`src/common/cio_pkg.sv`:
```
// constants shared by the configurable i/o port block
// assumes one 125 mhz clock and an apb slave with 32-bit data
package cio_pkg;

    // ------------------------------------------------------------
    // port geometry
    // ------------------------------------------------------------
    localparam int NUM_PORTS = 7;
    localparam int PORT_W = 8;
    localparam int NUM_PINS = NUM_PORTS * PORT_W;
    localparam int FOUR_PORT = 3;
    localparam int NARROW_PORT = 4;
    localparam int NARROW_MISSING_PIN = 7;
    localparam int XTAL_PORT = 6;
    localparam int XTAL_PIN_COUNT = 2;
    localparam logic [7:0] NARROW_MASK = 8'h7f;

    // ------------------------------------------------------------
    // register byte offsets
    // ------------------------------------------------------------
    localparam logic [7:0] OFS_DATA_BASE = 8'h00;
    localparam logic [7:0] OFS_MODE_BASE = 8'h20;
    localparam logic [7:0] OFS_MODE_HIGH = 8'h3c;
    localparam logic [7:0] OFS_PUC_FIRST = 8'h40;
    localparam logic [7:0] OFS_PUC_SECOND = 8'h44;
    localparam logic [7:0] OFS_CLK_CFG = 8'h48;
    localparam logic [7:0] OFS_LEVEL_BASE = 8'h60;

    // ------------------------------------------------------------
    // reset values
    // ------------------------------------------------------------
    localparam logic [7:0] DATA_RST = 8'hff;
    localparam logic [7:0] MODE_RST = 8'h00;
    localparam logic [7:0] PUC_RST = 8'h00;
    localparam logic CLK_CFG_RST = 1'b0;

    // ------------------------------------------------------------
    // mode encodings, {low bit, high bit} for the four-mode port
    // ------------------------------------------------------------
    localparam logic [1:0] FOUR_QUASI = 2'b00;
    localparam logic [1:0] FOUR_PUSH = 2'b01;
    localparam logic [1:0] FOUR_INPUT = 2'b10;
    localparam logic [1:0] FOUR_OPEN = 2'b11;
    localparam logic TWO_OPEN = 1'b0;
    localparam logic TWO_PUSH = 1'b1;

    // first pull-up control bit of each port in {second, first}
    localparam int PUC_POS [NUM_PORTS] = '{0, 2, 4, 0, 6, 8, 10};
    localparam int NIBBLE_W = 4;

endpackage

```
`src/rtl/cio_pin_cell.sv`:
```
// drive control of one port pin
// assumes pin_in is synchronous to pclk; all outputs are registered
`timescale 1ns/1ps
`default_nettype none

module cio_pin_cell
    import cio_pkg::*;
#(
    parameter bit FOUR_MODE = 1'b0
) (
    input wire logic pclk,
    input wire logic presetn,
    input wire logic latch,
    input wire logic [1:0] mode_sel,
    input wire logic pu_en,
    input wire logic take_over,
    input wire logic pin_in,
    output logic pin_level,
    output logic pull_down,
    output logic strong_up,
    output logic weak_up,
    output logic very_weak_up,
    output logic onchip_up
);

    // ------------------------------------------------------------
    // mode decode
    // ------------------------------------------------------------
    logic sync1_reg, latch_prev_reg;
    wire is_quasi = FOUR_MODE && (mode_sel == FOUR_QUASI);
    wire is_push = FOUR_MODE ? (mode_sel == FOUR_PUSH) : (mode_sel[0] == TWO_PUSH);
    wire is_input = FOUR_MODE && (mode_sel == FOUR_INPUT);
    wire is_open = FOUR_MODE ? (mode_sel == FOUR_OPEN) : (mode_sel[0] == TWO_OPEN);
    wire live = !take_over; // RQ15
    wire rising = latch && !latch_prev_reg;
    // input-only never pulls down; every other mode shares one pull-down
    wire pd_next = live && !is_input && !latch; // RQ8 RQ9 RQ10 RQ11 RQ12
    wire strong_next = live && ((is_push && latch) || (is_quasi && rising)); // RQ7 RQ9 RQ13
    // weak pull-up follows the synchronised level, so it drops three cycles after the pin goes low
    wire weak_next = live && is_quasi && latch && pin_level; // RQ6
    wire vweak_next = live && is_quasi && latch; // RQ5
    wire onchip_next = live && !FOUR_MODE && is_open && pu_en; // RQ12 RQ18

    // ------------------------------------------------------------
    // registers
    // ------------------------------------------------------------
    always_ff @(posedge pclk or negedge presetn) begin
        if (!presetn) begin
            sync1_reg <= 1'b1;
            pin_level <= 1'b1;
            latch_prev_reg <= DATA_RST[0];
            pull_down <= 1'b0;
            strong_up <= 1'b0;
            weak_up <= FOUR_MODE; // RQ3
            very_weak_up <= FOUR_MODE; // RQ3
            onchip_up <= 1'b0; // RQ4
        end else begin
            sync1_reg <= pin_in; // RQ19
            pin_level <= sync1_reg; // RQ19
            latch_prev_reg <= latch;
            pull_down <= pd_next;
            strong_up <= strong_next;
            weak_up <= weak_next;
            very_weak_up <= vweak_next;
            onchip_up <= onchip_next;
        end
    end

endmodule

`default_nettype wire

```
`src/rtl/cio_port_top.sv`:
```
// configurable i/o ports behind an apb slave
// assumes a single pclk domain, pins synchronous to it, external pad cells
// that turn the drive controls into pin levels
//
// Summary of operation
// (RQ1) four-mode port: two bits per pin pick quasi, push-pull, input, open-drain
// (RQ2) other ports: one bit per pin, 0 open-drain, 1 push-pull
// (RQ3) four-mode pins reset to quasi mode with weak pull-up on
// (RQ4) two-mode pins reset to open-drain with latch high
// (RQ5) quasi: very weak pull-up on whenever latch is 1
// (RQ6) quasi: weak pull-up on only while latch and pin are both 1
// (RQ7) quasi: latch rising 0 to 1 gives one clock of strong pull-up
// (RQ8) quasi: latch 0 drives pin low strongly; pin still readable
// (RQ9) four-mode push-pull: strong pull-up on 1, pull-down on 0
// (RQ10) input-only: no pull-up, no pull-down
// (RQ11) four-mode open-drain: no pull-ups, pull-down while latch is 0
// (RQ12) two-mode open-drain: pull-down on 0, on-chip pull-up if enabled
// (RQ13) two-mode push-pull: strong pull-up on 1, pull-down on 0
// (RQ14) software makes a two-mode input with open-drain and latch 1
// (RQ15) crystal select takes port 6 pins 0 and 1 off general use
// (RQ16) eight pins on each port except port 4, which has seven
// (RQ17) each pin's mode is set on its own
// (RQ18) one pull-up enable bit per port nibble, open-drain only
// (RQ19) pin levels pass a two-flop synchroniser before any use
//
// Decided for this implementation: the placing of the registers and the APB interface to the registers.
`timescale 1ns/1ps
`default_nettype none

module cio_port_top
    import cio_pkg::*;
#(
    parameter int ADDR_W = 8
) (
    input wire logic pclk,
    input wire logic presetn,
    input wire logic psel,
    input wire logic penable,
    input wire logic pwrite,
    input wire logic [ADDR_W-1:0] paddr,
    input wire logic [31:0] pwdata,
    output logic [31:0] prdata,
    output logic pready,
    output logic pslverr,
    input wire logic [NUM_PINS-1:0] pin_in,
    output logic [NUM_PINS-1:0] pin_pull_down,
    output logic [NUM_PINS-1:0] pin_strong_up,
    output logic [NUM_PINS-1:0] pin_weak_up,
    output logic [NUM_PINS-1:0] pin_very_weak_up,
    output logic [NUM_PINS-1:0] pin_onchip_up,
    output logic crystal_pins_taken
);

    // ------------------------------------------------------------
    // register state
    // ------------------------------------------------------------
    logic [7:0] port_latch_reg [NUM_PORTS];
    logic [7:0] port_mode_reg [NUM_PORTS];
    logic [7:0] four_mode_port_mode_high_reg;
    logic [7:0] pullup_control_first_reg;
    logic [7:0] pullup_control_second_reg;
    logic crystal_select_reg;
    wire [NUM_PINS-1:0] pin_level;

    // ------------------------------------------------------------
    // address decode
    // ------------------------------------------------------------
    wire [5:0] word = paddr[7:2];
    wire [2:0] port_idx = word[2:0];
    wire port_ok = (port_idx < 3'(NUM_PORTS));
    wire hit_data = (word[5:3] == OFS_DATA_BASE[7:5]) && port_ok;
    wire hit_mode = (word[5:3] == OFS_MODE_BASE[7:5]) && port_ok;
    wire hit_mode_high = (word == OFS_MODE_HIGH[7:2]);
    wire hit_puc_first = (word == OFS_PUC_FIRST[7:2]);
    wire hit_puc_second = (word == OFS_PUC_SECOND[7:2]);
    wire hit_clk_cfg = (word == OFS_CLK_CFG[7:2]);
    wire hit_level = (word[5:3] == OFS_LEVEL_BASE[7:5]) && port_ok;
    wire mapped = hit_data || hit_mode || hit_mode_high || hit_puc_first
        || hit_puc_second || hit_clk_cfg || hit_level;
    wire upper_zero = (paddr[1:0] == 2'b00);
    wire addr_ok = mapped && upper_zero;

    // ------------------------------------------------------------
    // apb phases
    // ------------------------------------------------------------
    // the answer is prepared in the setup cycle, so every access
    // completes in its first access cycle with registered outputs
    wire setup_phase = psel && !penable;
    wire access_done = psel && penable && pready;
    wire wr_en = access_done && pwrite && addr_ok;

    // ------------------------------------------------------------
    // read path
    // ------------------------------------------------------------
    wire [7:0] latch_rd = port_latch_reg[port_idx];
    wire [7:0] mode_rd = port_mode_reg[port_idx];
    wire [7:0] level_rd = pin_level[port_idx*PORT_W +: PORT_W];
    wire [7:0] rd_byte =
        hit_data ? latch_rd :
        hit_mode ? mode_rd :
        hit_mode_high ? four_mode_port_mode_high_reg :
        hit_puc_first ? pullup_control_first_reg :
        hit_puc_second ? pullup_control_second_reg :
        hit_clk_cfg ? {7'h00, crystal_select_reg} :
        hit_level ? level_rd :
        8'h00;
    wire [31:0] rd_next = addr_ok ? {24'h000000, rd_byte} : 32'h00000000;

    // port 4 has no bit 7, it neither stores nor reads back
    wire [7:0] wr_mask = (port_idx == 3'(NARROW_PORT)) ? NARROW_MASK : 8'hff; // RQ16

    // ------------------------------------------------------------
    // apb answer registers
    // ------------------------------------------------------------
    always_ff @(posedge pclk or negedge presetn) begin
        if (!presetn) begin
            pready <= 1'b0;
            pslverr <= 1'b0;
            prdata <= 32'h00000000;
        end else if (setup_phase) begin
            pready <= 1'b1;
            pslverr <= !addr_ok;
            prdata <= pwrite ? 32'h00000000 : rd_next;
        end else if (access_done) begin
            pready <= 1'b0;
            pslverr <= 1'b0;
            prdata <= 32'h00000000;
        end
    end

    // ------------------------------------------------------------
    // per-port registers
    // ------------------------------------------------------------
    genvar gp;
    generate
        for (gp = 0; gp < NUM_PORTS; gp++) begin : g_port
            // a constant, so the asynchronous reset loads only constants
            localparam logic [7:0] KEEP = (gp == NARROW_PORT) ? NARROW_MASK : 8'hff;
            wire sel = (port_idx == 3'(gp));

            always_ff @(posedge pclk or negedge presetn) begin
                if (!presetn) begin
                    port_latch_reg[gp] <= DATA_RST & KEEP; // RQ3 RQ4
                end else if (wr_en && hit_data && sel) begin
                    port_latch_reg[gp] <= pwdata[7:0] & wr_mask;
                end
            end

            // the four-mode port keeps its low mode bits here too
            always_ff @(posedge pclk or negedge presetn) begin
                if (!presetn) begin
                    port_mode_reg[gp] <= MODE_RST; // RQ3 RQ4
                end else if (wr_en && hit_mode && sel) begin
                    port_mode_reg[gp] <= pwdata[7:0] & wr_mask; // RQ17
                end
            end
        end
    endgenerate

    // ------------------------------------------------------------
    // shared control registers
    // ------------------------------------------------------------
    always_ff @(posedge pclk or negedge presetn) begin
        if (!presetn) begin
            four_mode_port_mode_high_reg <= MODE_RST; // RQ3
        end else if (wr_en && hit_mode_high) begin
            four_mode_port_mode_high_reg <= pwdata[7:0]; // RQ1
        end
    end

    always_ff @(posedge pclk or negedge presetn) begin
        if (!presetn) begin
            pullup_control_first_reg <= PUC_RST;
        end else if (wr_en && hit_puc_first) begin
            pullup_control_first_reg <= pwdata[7:0]; // RQ18
        end
    end

    always_ff @(posedge pclk or negedge presetn) begin
        if (!presetn) begin
            pullup_control_second_reg <= PUC_RST;
        end else if (wr_en && hit_puc_second) begin
            pullup_control_second_reg <= pwdata[7:0]; // RQ18
        end
    end

    always_ff @(posedge pclk or negedge presetn) begin
        if (!presetn) begin
            crystal_select_reg <= CLK_CFG_RST;
            crystal_pins_taken <= CLK_CFG_RST;
        end else begin
            if (wr_en && hit_clk_cfg) begin
                crystal_select_reg <= pwdata[0];
            end
            crystal_pins_taken <= crystal_select_reg; // RQ15
        end
    end

    // ------------------------------------------------------------
    // pin cells
    // ------------------------------------------------------------
    wire [15:0] puc_all = {pullup_control_second_reg, pullup_control_first_reg};

    genvar gq, gb;
    generate
        for (gq = 0; gq < NUM_PORTS; gq++) begin : g_pins
            for (gb = 0; gb < PORT_W; gb++) begin : g_bit
                localparam int N = gq * PORT_W + gb;
                localparam bit FOUR = (gq == FOUR_PORT);
                localparam int PU_BIT = PUC_POS[gq] + gb / NIBBLE_W;
                if (gq == NARROW_PORT && gb == NARROW_MISSING_PIN) begin : g_absent
                    // no pad exists; all drive controls stay off
                    assign pin_level[N] = 1'b0; // RQ16
                    assign pin_pull_down[N] = 1'b0;
                    assign pin_strong_up[N] = 1'b0;
                    assign pin_weak_up[N] = 1'b0;
                    assign pin_very_weak_up[N] = 1'b0;
                    assign pin_onchip_up[N] = 1'b0;
                end else begin : g_cell
                    wire [1:0] mode_sel = FOUR ?
                        {port_mode_reg[gq][gb], four_mode_port_mode_high_reg[gb]} : // RQ1
                        {1'b0, port_mode_reg[gq][gb]}; // RQ2
                    wire take = (gq == XTAL_PORT) && (gb < XTAL_PIN_COUNT)
                        && crystal_select_reg; // RQ15
                    wire pu_en = FOUR ? 1'b0 : puc_all[PU_BIT]; // RQ18
                    wire level_raw;

                    cio_pin_cell #(
                        .FOUR_MODE(FOUR)
                    ) u_cell (
                        .pclk(pclk),
                        .presetn(presetn),
                        .latch(port_latch_reg[gq][gb]),
                        .mode_sel(mode_sel),
                        .pu_en(pu_en),
                        .take_over(take),
                        .pin_in(pin_in[N]),
                        .pin_level(level_raw),
                        .pull_down(pin_pull_down[N]),
                        .strong_up(pin_strong_up[N]),
                        .weak_up(pin_weak_up[N]),
                        .very_weak_up(pin_very_weak_up[N]),
                        .onchip_up(pin_onchip_up[N])
                    );

                    // crystal pins read as zero while the oscillator owns them
                    assign pin_level[N] = level_raw && !take; // RQ15 RQ8
                end
            end
        end
    endgenerate

endmodule

`default_nettype wire

```
`config.mk`:
```
export PLATFORM = sky130hd
export DESIGN_NAME = cio_port_top
export DESIGN_NICKNAME = d
export VERILOG_FILES = /design/src/common/cio_pkg.sv /design/src/rtl/cio_pin_cell.sv /design/src/rtl/cio_port_top.sv
export SDC_FILE = /design/constraint.sdc
export NUM_CORES = 1
export LEC_CHECK = 0
export BUFFER_PORTS_ARGS = -buffer_cell sky130_fd_sc_hd__buf_4
export CORE_ASPECT_RATIO = 0.6
export CORE_MARGIN = 10
export CORE_UTILIZATION = 49
export CTS_CLUSTER_DIAMETER = 200
export DETAILED_ROUTE_END_ITERATION = 10
export GPL_TIMING_DRIVEN = 0
export MAX_ROUTING_LAYER = met4
export PLACE_DENSITY_LB_ADDON = 0.3
export SETUP_SLACK_MARGIN = 0.02
export SYNTH_ARGS = -nofsm -noshare
export SYNTH_HDL_FRONTEND = slang
export SYNTH_HIERARCHICAL = 1
export SYNTH_SLANG_ARGS = --single-unit
```
`constraint.sdc`:
```
create_clock -name pclk -period 2 [get_ports pclk]
set_clock_uncertainty 0.05 [all_clocks]
set_input_delay 0.1 -clock pclk [delete_from_list [all_inputs] [get_ports pclk]]
set_output_delay 0.1 -clock pclk [all_outputs]
set_load 0.01 [all_outputs]
```
# Word level (Yosys, flattened, before mapping)
# Index checks and enable logic that the tools add are counted.
dict set report totals {
  ff_bits 463
  input_bits 101
  output_inout_bits 315
  wordCells 693
}
dict set report classes {
  n_lt_le_gt_ge 2
  eq_ne 28
  n_shift 1
  muxes 21
  bitwise 49
  reduce_logical 279
}
# op count
set op_table {}
lappend op_table {{logical AND 1 bit} 179}
lappend op_table {{two-way mux 8 bit} 14}
lappend op_table {{logical NOT 1 bit} 74}
lappend op_table {{two-way mux 32 bit} 2}
lappend op_table {{indexed part select 56 x 7 -> 8 bit} 1}
lappend op_table {{binary-select mux 8 bit (select 3 bit)} 2}
lappend op_table {{NOT 1 bit} 47}
lappend op_table {{== test 6 x 5 -> 1 bit, second input constant} 3}
lappend op_table {{logical NOT 2 bit} 9}
lappend op_table {{== test 2 x 1 -> 1 bit, second input constant} 8}
lappend op_table {{== test 2 bit, second input constant} 8}
lappend op_table {{logical OR 1 bit} 14}
lappend op_table {{== test 3 x 2 -> 1 bit, second input constant} 3}
lappend op_table {{== test 3 bit, second input constant} 3}
lappend op_table {{bitwise AND 8 bit} 1}
lappend op_table {{== test 3 x 1 -> 1 bit, second input constant} 2}
lappend op_table {{== test 6 x 4 -> 1 bit, second input constant} 1}
lappend op_table {{logical NOT 3 bit} 2}
lappend op_table {{>= comparator 4 bit, second input constant} 1}
lappend op_table {{NOT 3 -> 4 bit} 1}
lappend op_table {{< comparator 3 bit, second input constant} 1}
lappend op_table {{two-way mux 1 bit} 3}
lappend op_table {{nonzero test 2 bit} 1}

# Longest topological paths before layout
dict set report logic_depth {
  ltp_word 13
  ltp_mapped 9
  mapped_depth_nobuf 5
}

# By module
# The synthesis kept the hierarchy.
# mod instances cells_each area_each_um2 seq_area_each_um2
set modules_own_cells {}
lappend modules_own_cells {{cio_pin_cell at g_pins[0].g_bit[0].g_cell.u_cell ...} 47 11 166.4 127.6}
lappend modules_own_cells {cio_port_top 1 584 7800.0 3772.4}
lappend modules_own_cells {{cio_pin_cell at g_pins[3].g_bit[0].g_cell.u_cell ...} 8 15 252.7 181.4}

# Least setup slack after synthesis
# No wires, ideal clock.
dict set report synth_timing {
  kind {register -> register}
  startpoint {register pready}
  endpoint {register port_latch_reg[40] (netlist name)}
  setup_ns 0.082
  arrival_ns 1.954
  t_required_ns 1.868
  slack_ns -0.086
  stages_incl_launch_ff 6
  path_buffers 1
  synth_period_minus_slack_ns 2.086
  cell_sequence {dfrtp_1 nand4_1 or3_1 buf_4 nor4_4 mux2_2}
}
dict set report synth_via {
  elab_chain_cells 5
}
# item line
set synth_lines {}
lappend synth_lines {{from (decl)} cio_port_top.sv:43} ;# output logic pready,
lappend synth_lines {{from (signal assigned)} cio_port_top.sv:117} ;# pready <= 1'b0;
lappend synth_lines {{from (signal assigned)} cio_port_top.sv:121} ;# pready <= 1'b1;
lappend synth_lines {{from (signal assigned)} cio_port_top.sv:125} ;# pready <= 1'b0;
lappend synth_lines {{logical AND 1 bit} cio_port_top.sv:89} ;# wire access_done = psel && penable && pready;
lappend synth_lines {{logical AND 1 bit (2 in series)} cio_port_top.sv:90} ;# wire wr_en = access_done && pwrite && addr_ok;
lappend synth_lines {{logical AND 1 bit (2 in series)} cio_port_top.sv:144} ;# end else if (wr_en && hit_data && sel) begin
lappend synth_lines {{to (signal, indexed assignment)} cio_port_top.sv:143} ;# port_latch_reg[gp] <= DATA_RST & KEEP;
lappend synth_lines {{to (signal, indexed assignment)} cio_port_top.sv:145} ;# port_latch_reg[gp] <= pwdata[7:0] & wr_mask;
lappend synth_lines {{to (decl)} cio_port_top.sv:57} ;# logic [7:0] port_latch_reg [NUM_PORTS];
# No other way between the ends.
# A chain may end at the register's enable or synchronous reset.

# Worst setup path after layout
dict set report layout_timing {
  startpoint {register pready}
  endpoint {register port_mode_reg (netlist bit g_pins[1].g_bit[2].g_cell.mode_sel[0])}
}
dict set report layout_via {
  elab_chain_cells 5
}
# item line
set layout_lines {}
lappend layout_lines {{logical AND 1 bit} cio_port_top.sv:89}
lappend layout_lines {{logical AND 1 bit (2 in series)} cio_port_top.sv:90}
lappend layout_lines {{logical AND 1 bit (2 in series)} cio_port_top.sv:153} ;# end else if (wr_en && hit_mode && sel) begin
lappend layout_lines {{to (signal, indexed assignment)} cio_port_top.sv:154} ;# port_mode_reg[gp] <= pwdata[7:0] & wr_mask;
lappend layout_lines {{to (decl)} cio_port_top.sv:58} ;# logic [7:0] port_mode_reg [NUM_PORTS];
# No other way between the ends.

==> impl.org <==
** Clock tree
- Clock Path Buffers :: 3
- The H-tree was split into 2 levels.
- For this design, the CTS-stage hold fixing added 67 buffers.
- Buffers inserted during clock tree synthesis total 41.
- Clock latency on the worst-skew pair :: 550 ps
- TritonCTS built the clock tree.
- After clock tree synthesis, the clock-pin slew on the worst setup and hold paths is 60 ps.
- Number of sinks on the clock net :: 439
- The tree is rooted in a clkbuf_16.

** Synthesis
- Of the post-synthesis cell area, the dominant cell type holds 0.355.
- Area leader, netlist :: dfrtp_1
- Biggest area contributors in the synthesized netlist :: dfrtp_1, dfstp_2, mux2_2, buf_4, mux4_2
- Post-synthesis cell count :: 1,221
- Number of flops mapped to enable cells by yosys :: 0
- Sequential area share after synthesis :: 0.636
- Number of different library cells in the post-synthesis netlist :: 63
- Synth Cell Area :: 0.0176 mm^2
- Async SR Flop Fraction :: 1.00
- Synthesized area per cell :: 14.4 um^2
- Counting flops and latches in the post-synthesis netlist gives 439.
- Measured against the total synthesized area, the mux share comes to 0.139.
- Post-synthesis share of cell area spent on xor and xnor gates :: 0
- The compound-gate portion of the synthesized area is 0.0418.
- In the synthesized netlist the dominant register cell turns out to be dfrtp_1.
- Synthesized-area fraction occupied by and/or/nand/nor cells :: 0.102
- Of the total synthesized cell area, the portion taken by full adders, half adders and majority gates is 0.
- Combinational family with the most area after synthesis :: multiplexers
- Synthesis warning total :: 6

** Route
- Vias after detailed routing :: 11,300
- Routed vias/inst :: 4.82
- Remaining number of nets flagged by the antenna check after routing :: 0
- Routed wire length :: 51,300 um
- After detailed routing, the number of remaining DRC violations is 0.
- The first detailed-routing pass took 5 iterations.
- In the final routed layout, each cell accounts on average for 21.8 um.
- Iter 0 DRT Violations :: 840

** Setup path
- Highest fanout seen on the critical path :: 7
- The worst setup path is of the reg -> reg kind.
- The worst setup path is captured at a flip-flop.
- The worst register-to-register path ends at g_pins[1].g_bit[2].g_cell.mode_sel[0]$_DFFE_PN0P_.
- The startpoint identified for the worst register-to-register timing path is pready$_DFFE_PN0P_.
- Register-to-register path setup slack :: -100 ps
- Critical Path Source Type :: flip-flop
- WP data arrival :: 2470 ps
- For the worst flop-to-flop path, the logic depth is 6.
- Data on the critical path is required at its endpoint by 2380 ps.

** Cells and area
- The library cell used most frequently in the layout, excluding fill and tap cells, is buf_4.
- Filler cell count :: 2,482
- For this run, the share of the core covered by cells in the final layout is 0.670.
- In the final design database the tool counted 1,943 nets.
- Proportion of layout cells with a drive suffix above 1 :: 0.476
- Layout Cell Area excl Fill :: 0.0236 mm^2
- Area added between synthesis and finish :: 33.9%
- The register with the most flip-flops in the layout has 56 of them.
- Top library cells by usage in the layout, fill and taps aside :: buf_4, conb_1, dfrtp_1, dfstp_2, mux2_2

** Placed design
- Placed standard-cell area :: 0.0212 mm^2
- The wire-length estimate of the detail-placed layout is 36,900 um.
- Number of port buffers :: 256
- Routability congestion estimate from global placement :: 0.922
- Pre-CTS setup slack :: -1020 ps

** Timing
- Transition at the pin with the smallest max-transition slack :: 1140 ps
- Count of final max-slew check failures :: 0
- Hold timing on the final database bottoms out at a slack of -563 ps.
- Setup repair after global routing could not meet its margin everywhere.
- Setup violations remaining at the end of the flow were counted as 21.
- Maximum operating frequency :: 477 MHz
- Remaining max-slew budget at the tightest pin :: 0.235
- Fin worst setup slack :: -97.2 ps
- Number of hold-slack violations in the final timing report :: 150
- Min cycle time layout :: 2100 ps
- Of the available clock period, the critical path in the final layout requires 1.05.

** Floorplan
- Floorplan die area :: 0.0442 mm^2
- Number of ports placed on the die boundary :: 416
- The floorplan step defined a core boundary enclosing 0.0353 mm^2.
- Standard-cell rows :: 53
- The die is 167 um tall.
- Horizontal die dimension :: 265 um
- For this configuration, the core starts out at a cell density of 0.500.

** Hold path
- Worst hold path class :: in -> async

** Power and ir drop
- Of the total power, combinational logic draws 0.078.
- The internal portion of the total power is 14.2 mW.
- Summed over all nets, the switching power comes to 4.24 mW.
- Cell area power density :: 782 mW/mm^2
- Of the total power, registers draw 0.500.
- The share of total power dissipated in the clock network is 0.423.
- Max rail drop VDD :: 0.779 mV
- For this design the static power due to leakage is 11.7 nW.
- Of the total power, the share spent switching nets is 0.229.

** Global routing
- For met2 alone, demand over resource in global routing was 0.380.
- The number of global-route vias before repair came to 11,900.
- Met3 Use GR :: 0.0615
- Global-route wire length before repair :: 76,000 um
- Global-route met1 utilization :: 0.287
- Initial antenna violation count :: 6
- Global router's overall resource usage :: 0.233
- Global routing's busiest layer :: met2
- Maximum number of pins on one net before global-route repair :: 121
- For this run the aggregate overflow at the end of global routing stands at 0.

** Status
- Violated checks :: negative hold slack, negative setup slack
- The run finished, with violations left.

** Job
- Max-Cap Viols :: 0
[power by group through the flow]
stage | Sequential [mW] | Combinational (mW) | Clock [mW]
finish | 9.23 | 1.43 | 7.82
floorplan | 9.39 | 0.630 | 0
CTS | 9.24 | 1.39 | 7.94
global route | 9.25 | 1.55 | 8.34
global placement | 9.38 | 1.22 | 0
detailed placement | 9.39 | 1.25 | 0
[per-layer routing]
metal  vias to the layer above  wire length, um
met5                         -                0
met4                         0             1120
met3                        73             3740
met2                       386            25600
met1                      5789            20800
li1                       5059                -
[cell type report]
type / instances / area [um^2] / area share
plain buffers: 169 / 1220 / 0.0515
flip-flops and latches: 439 / 11200 / 0.475
inverters: 19 / 71.3 / 0.00302
diodes: 5 / 12.5 / 0.000530
well taps: 467 / 584 / 0.0247
clock buffers: 62 / 1250 / 0.0529
clock inverters: 14 / 108 / 0.00455
multi-input cells: 828 / 6280 / 0.266
repair buffers: 344 / 2880 / 0.122
[how the worst max path moves through the flow]
stage	slack, ps	cells past startpoint	start	end
finish	-100	6	pready$_DFFE_PN0P_	g_pins[1].g_bit[2].g_cell.mode_sel[0]$_DFFE_PN0P_
global route	-170	6	pready$_DFFE_PN0P_	g_pins[1].g_bit[2].g_cell.mode_sel[0]$_DFFE_PN0P_
CTS	-80	6	pready$_DFFE_PN0P_	g_pins[3].g_bit[6].g_cell.mode_sel[1]$_DFFE_PN0P_
detailed placement	-1020	8	paddr[3]	prdata[2]$_DFFE_PN0P_
global placement	-3430	1	presetn	g_pins[2].g_bit[6].g_cell.u_cell/pull_down$_DFF_PN0_
floorplan	-70	5	pready$_DFFE_PN0P_	g_pins[1].g_bit[0].g_cell.mode_sel[0]$_DFFE_PN0P_
[cell usage after synthesis (5+ instances only)]
library cell	instances
a2111oi_2	8
a211oi_1	16
a21oi_1	13
a221oi_1	5
and2_1	13
and3b_1	49
buf_1	8
buf_2	12
buf_4	135
clkbuf_1	14
conb_1	56
dfrtp_1	250
dfstp_2	189
inv_1	19
mux2_2	136
mux2i_1	33
mux4_2	26
nand2_1	17
nand3_1	7
nor2_1	66
nor2b_1	7
nor3b_1	49
nor4_4	5
nor4b_4	8
o21ai_0	10
o2bb2ai_1	7
[logic make-up after synthesis]
| logic type | count (synthesis) |
|---|---|
| buf+inv | 188 |
| flops | 439 |
| compound gates | 93 |
| simple gates | 250 |
| mux | 195 |
| other cells | 56 |
[worst max-delay path: stages (launching register included)]
cell	delay (ps)
dfrtp_1	370
nand4_1	200
or3_1	380
buf_6	170
nor4_4	290
buf_6	210
mux2_4	310
[metrics by stage]
step,TNS (ps),cells,power [mW]
2_1_floorplan,-1760,1455,10.0
3_3_place_gp,-1290980,2178,10.6
3_5_place_dp,-133130,2181,10.6
4_1_cts,-966,2340,18.6
5_1_grt,-3550,2347,19.1
6_report,-1130,2347,18.5
[timing repair]
action	CTS	global route
endpoints found under the hold margin	215	102
pin swaps	9	6
setup buffers	16	2
endpoints found under the setup margin	128	163
gates resized for setup	62	18
Note: power is estimated with default switching activity, not from simulation.
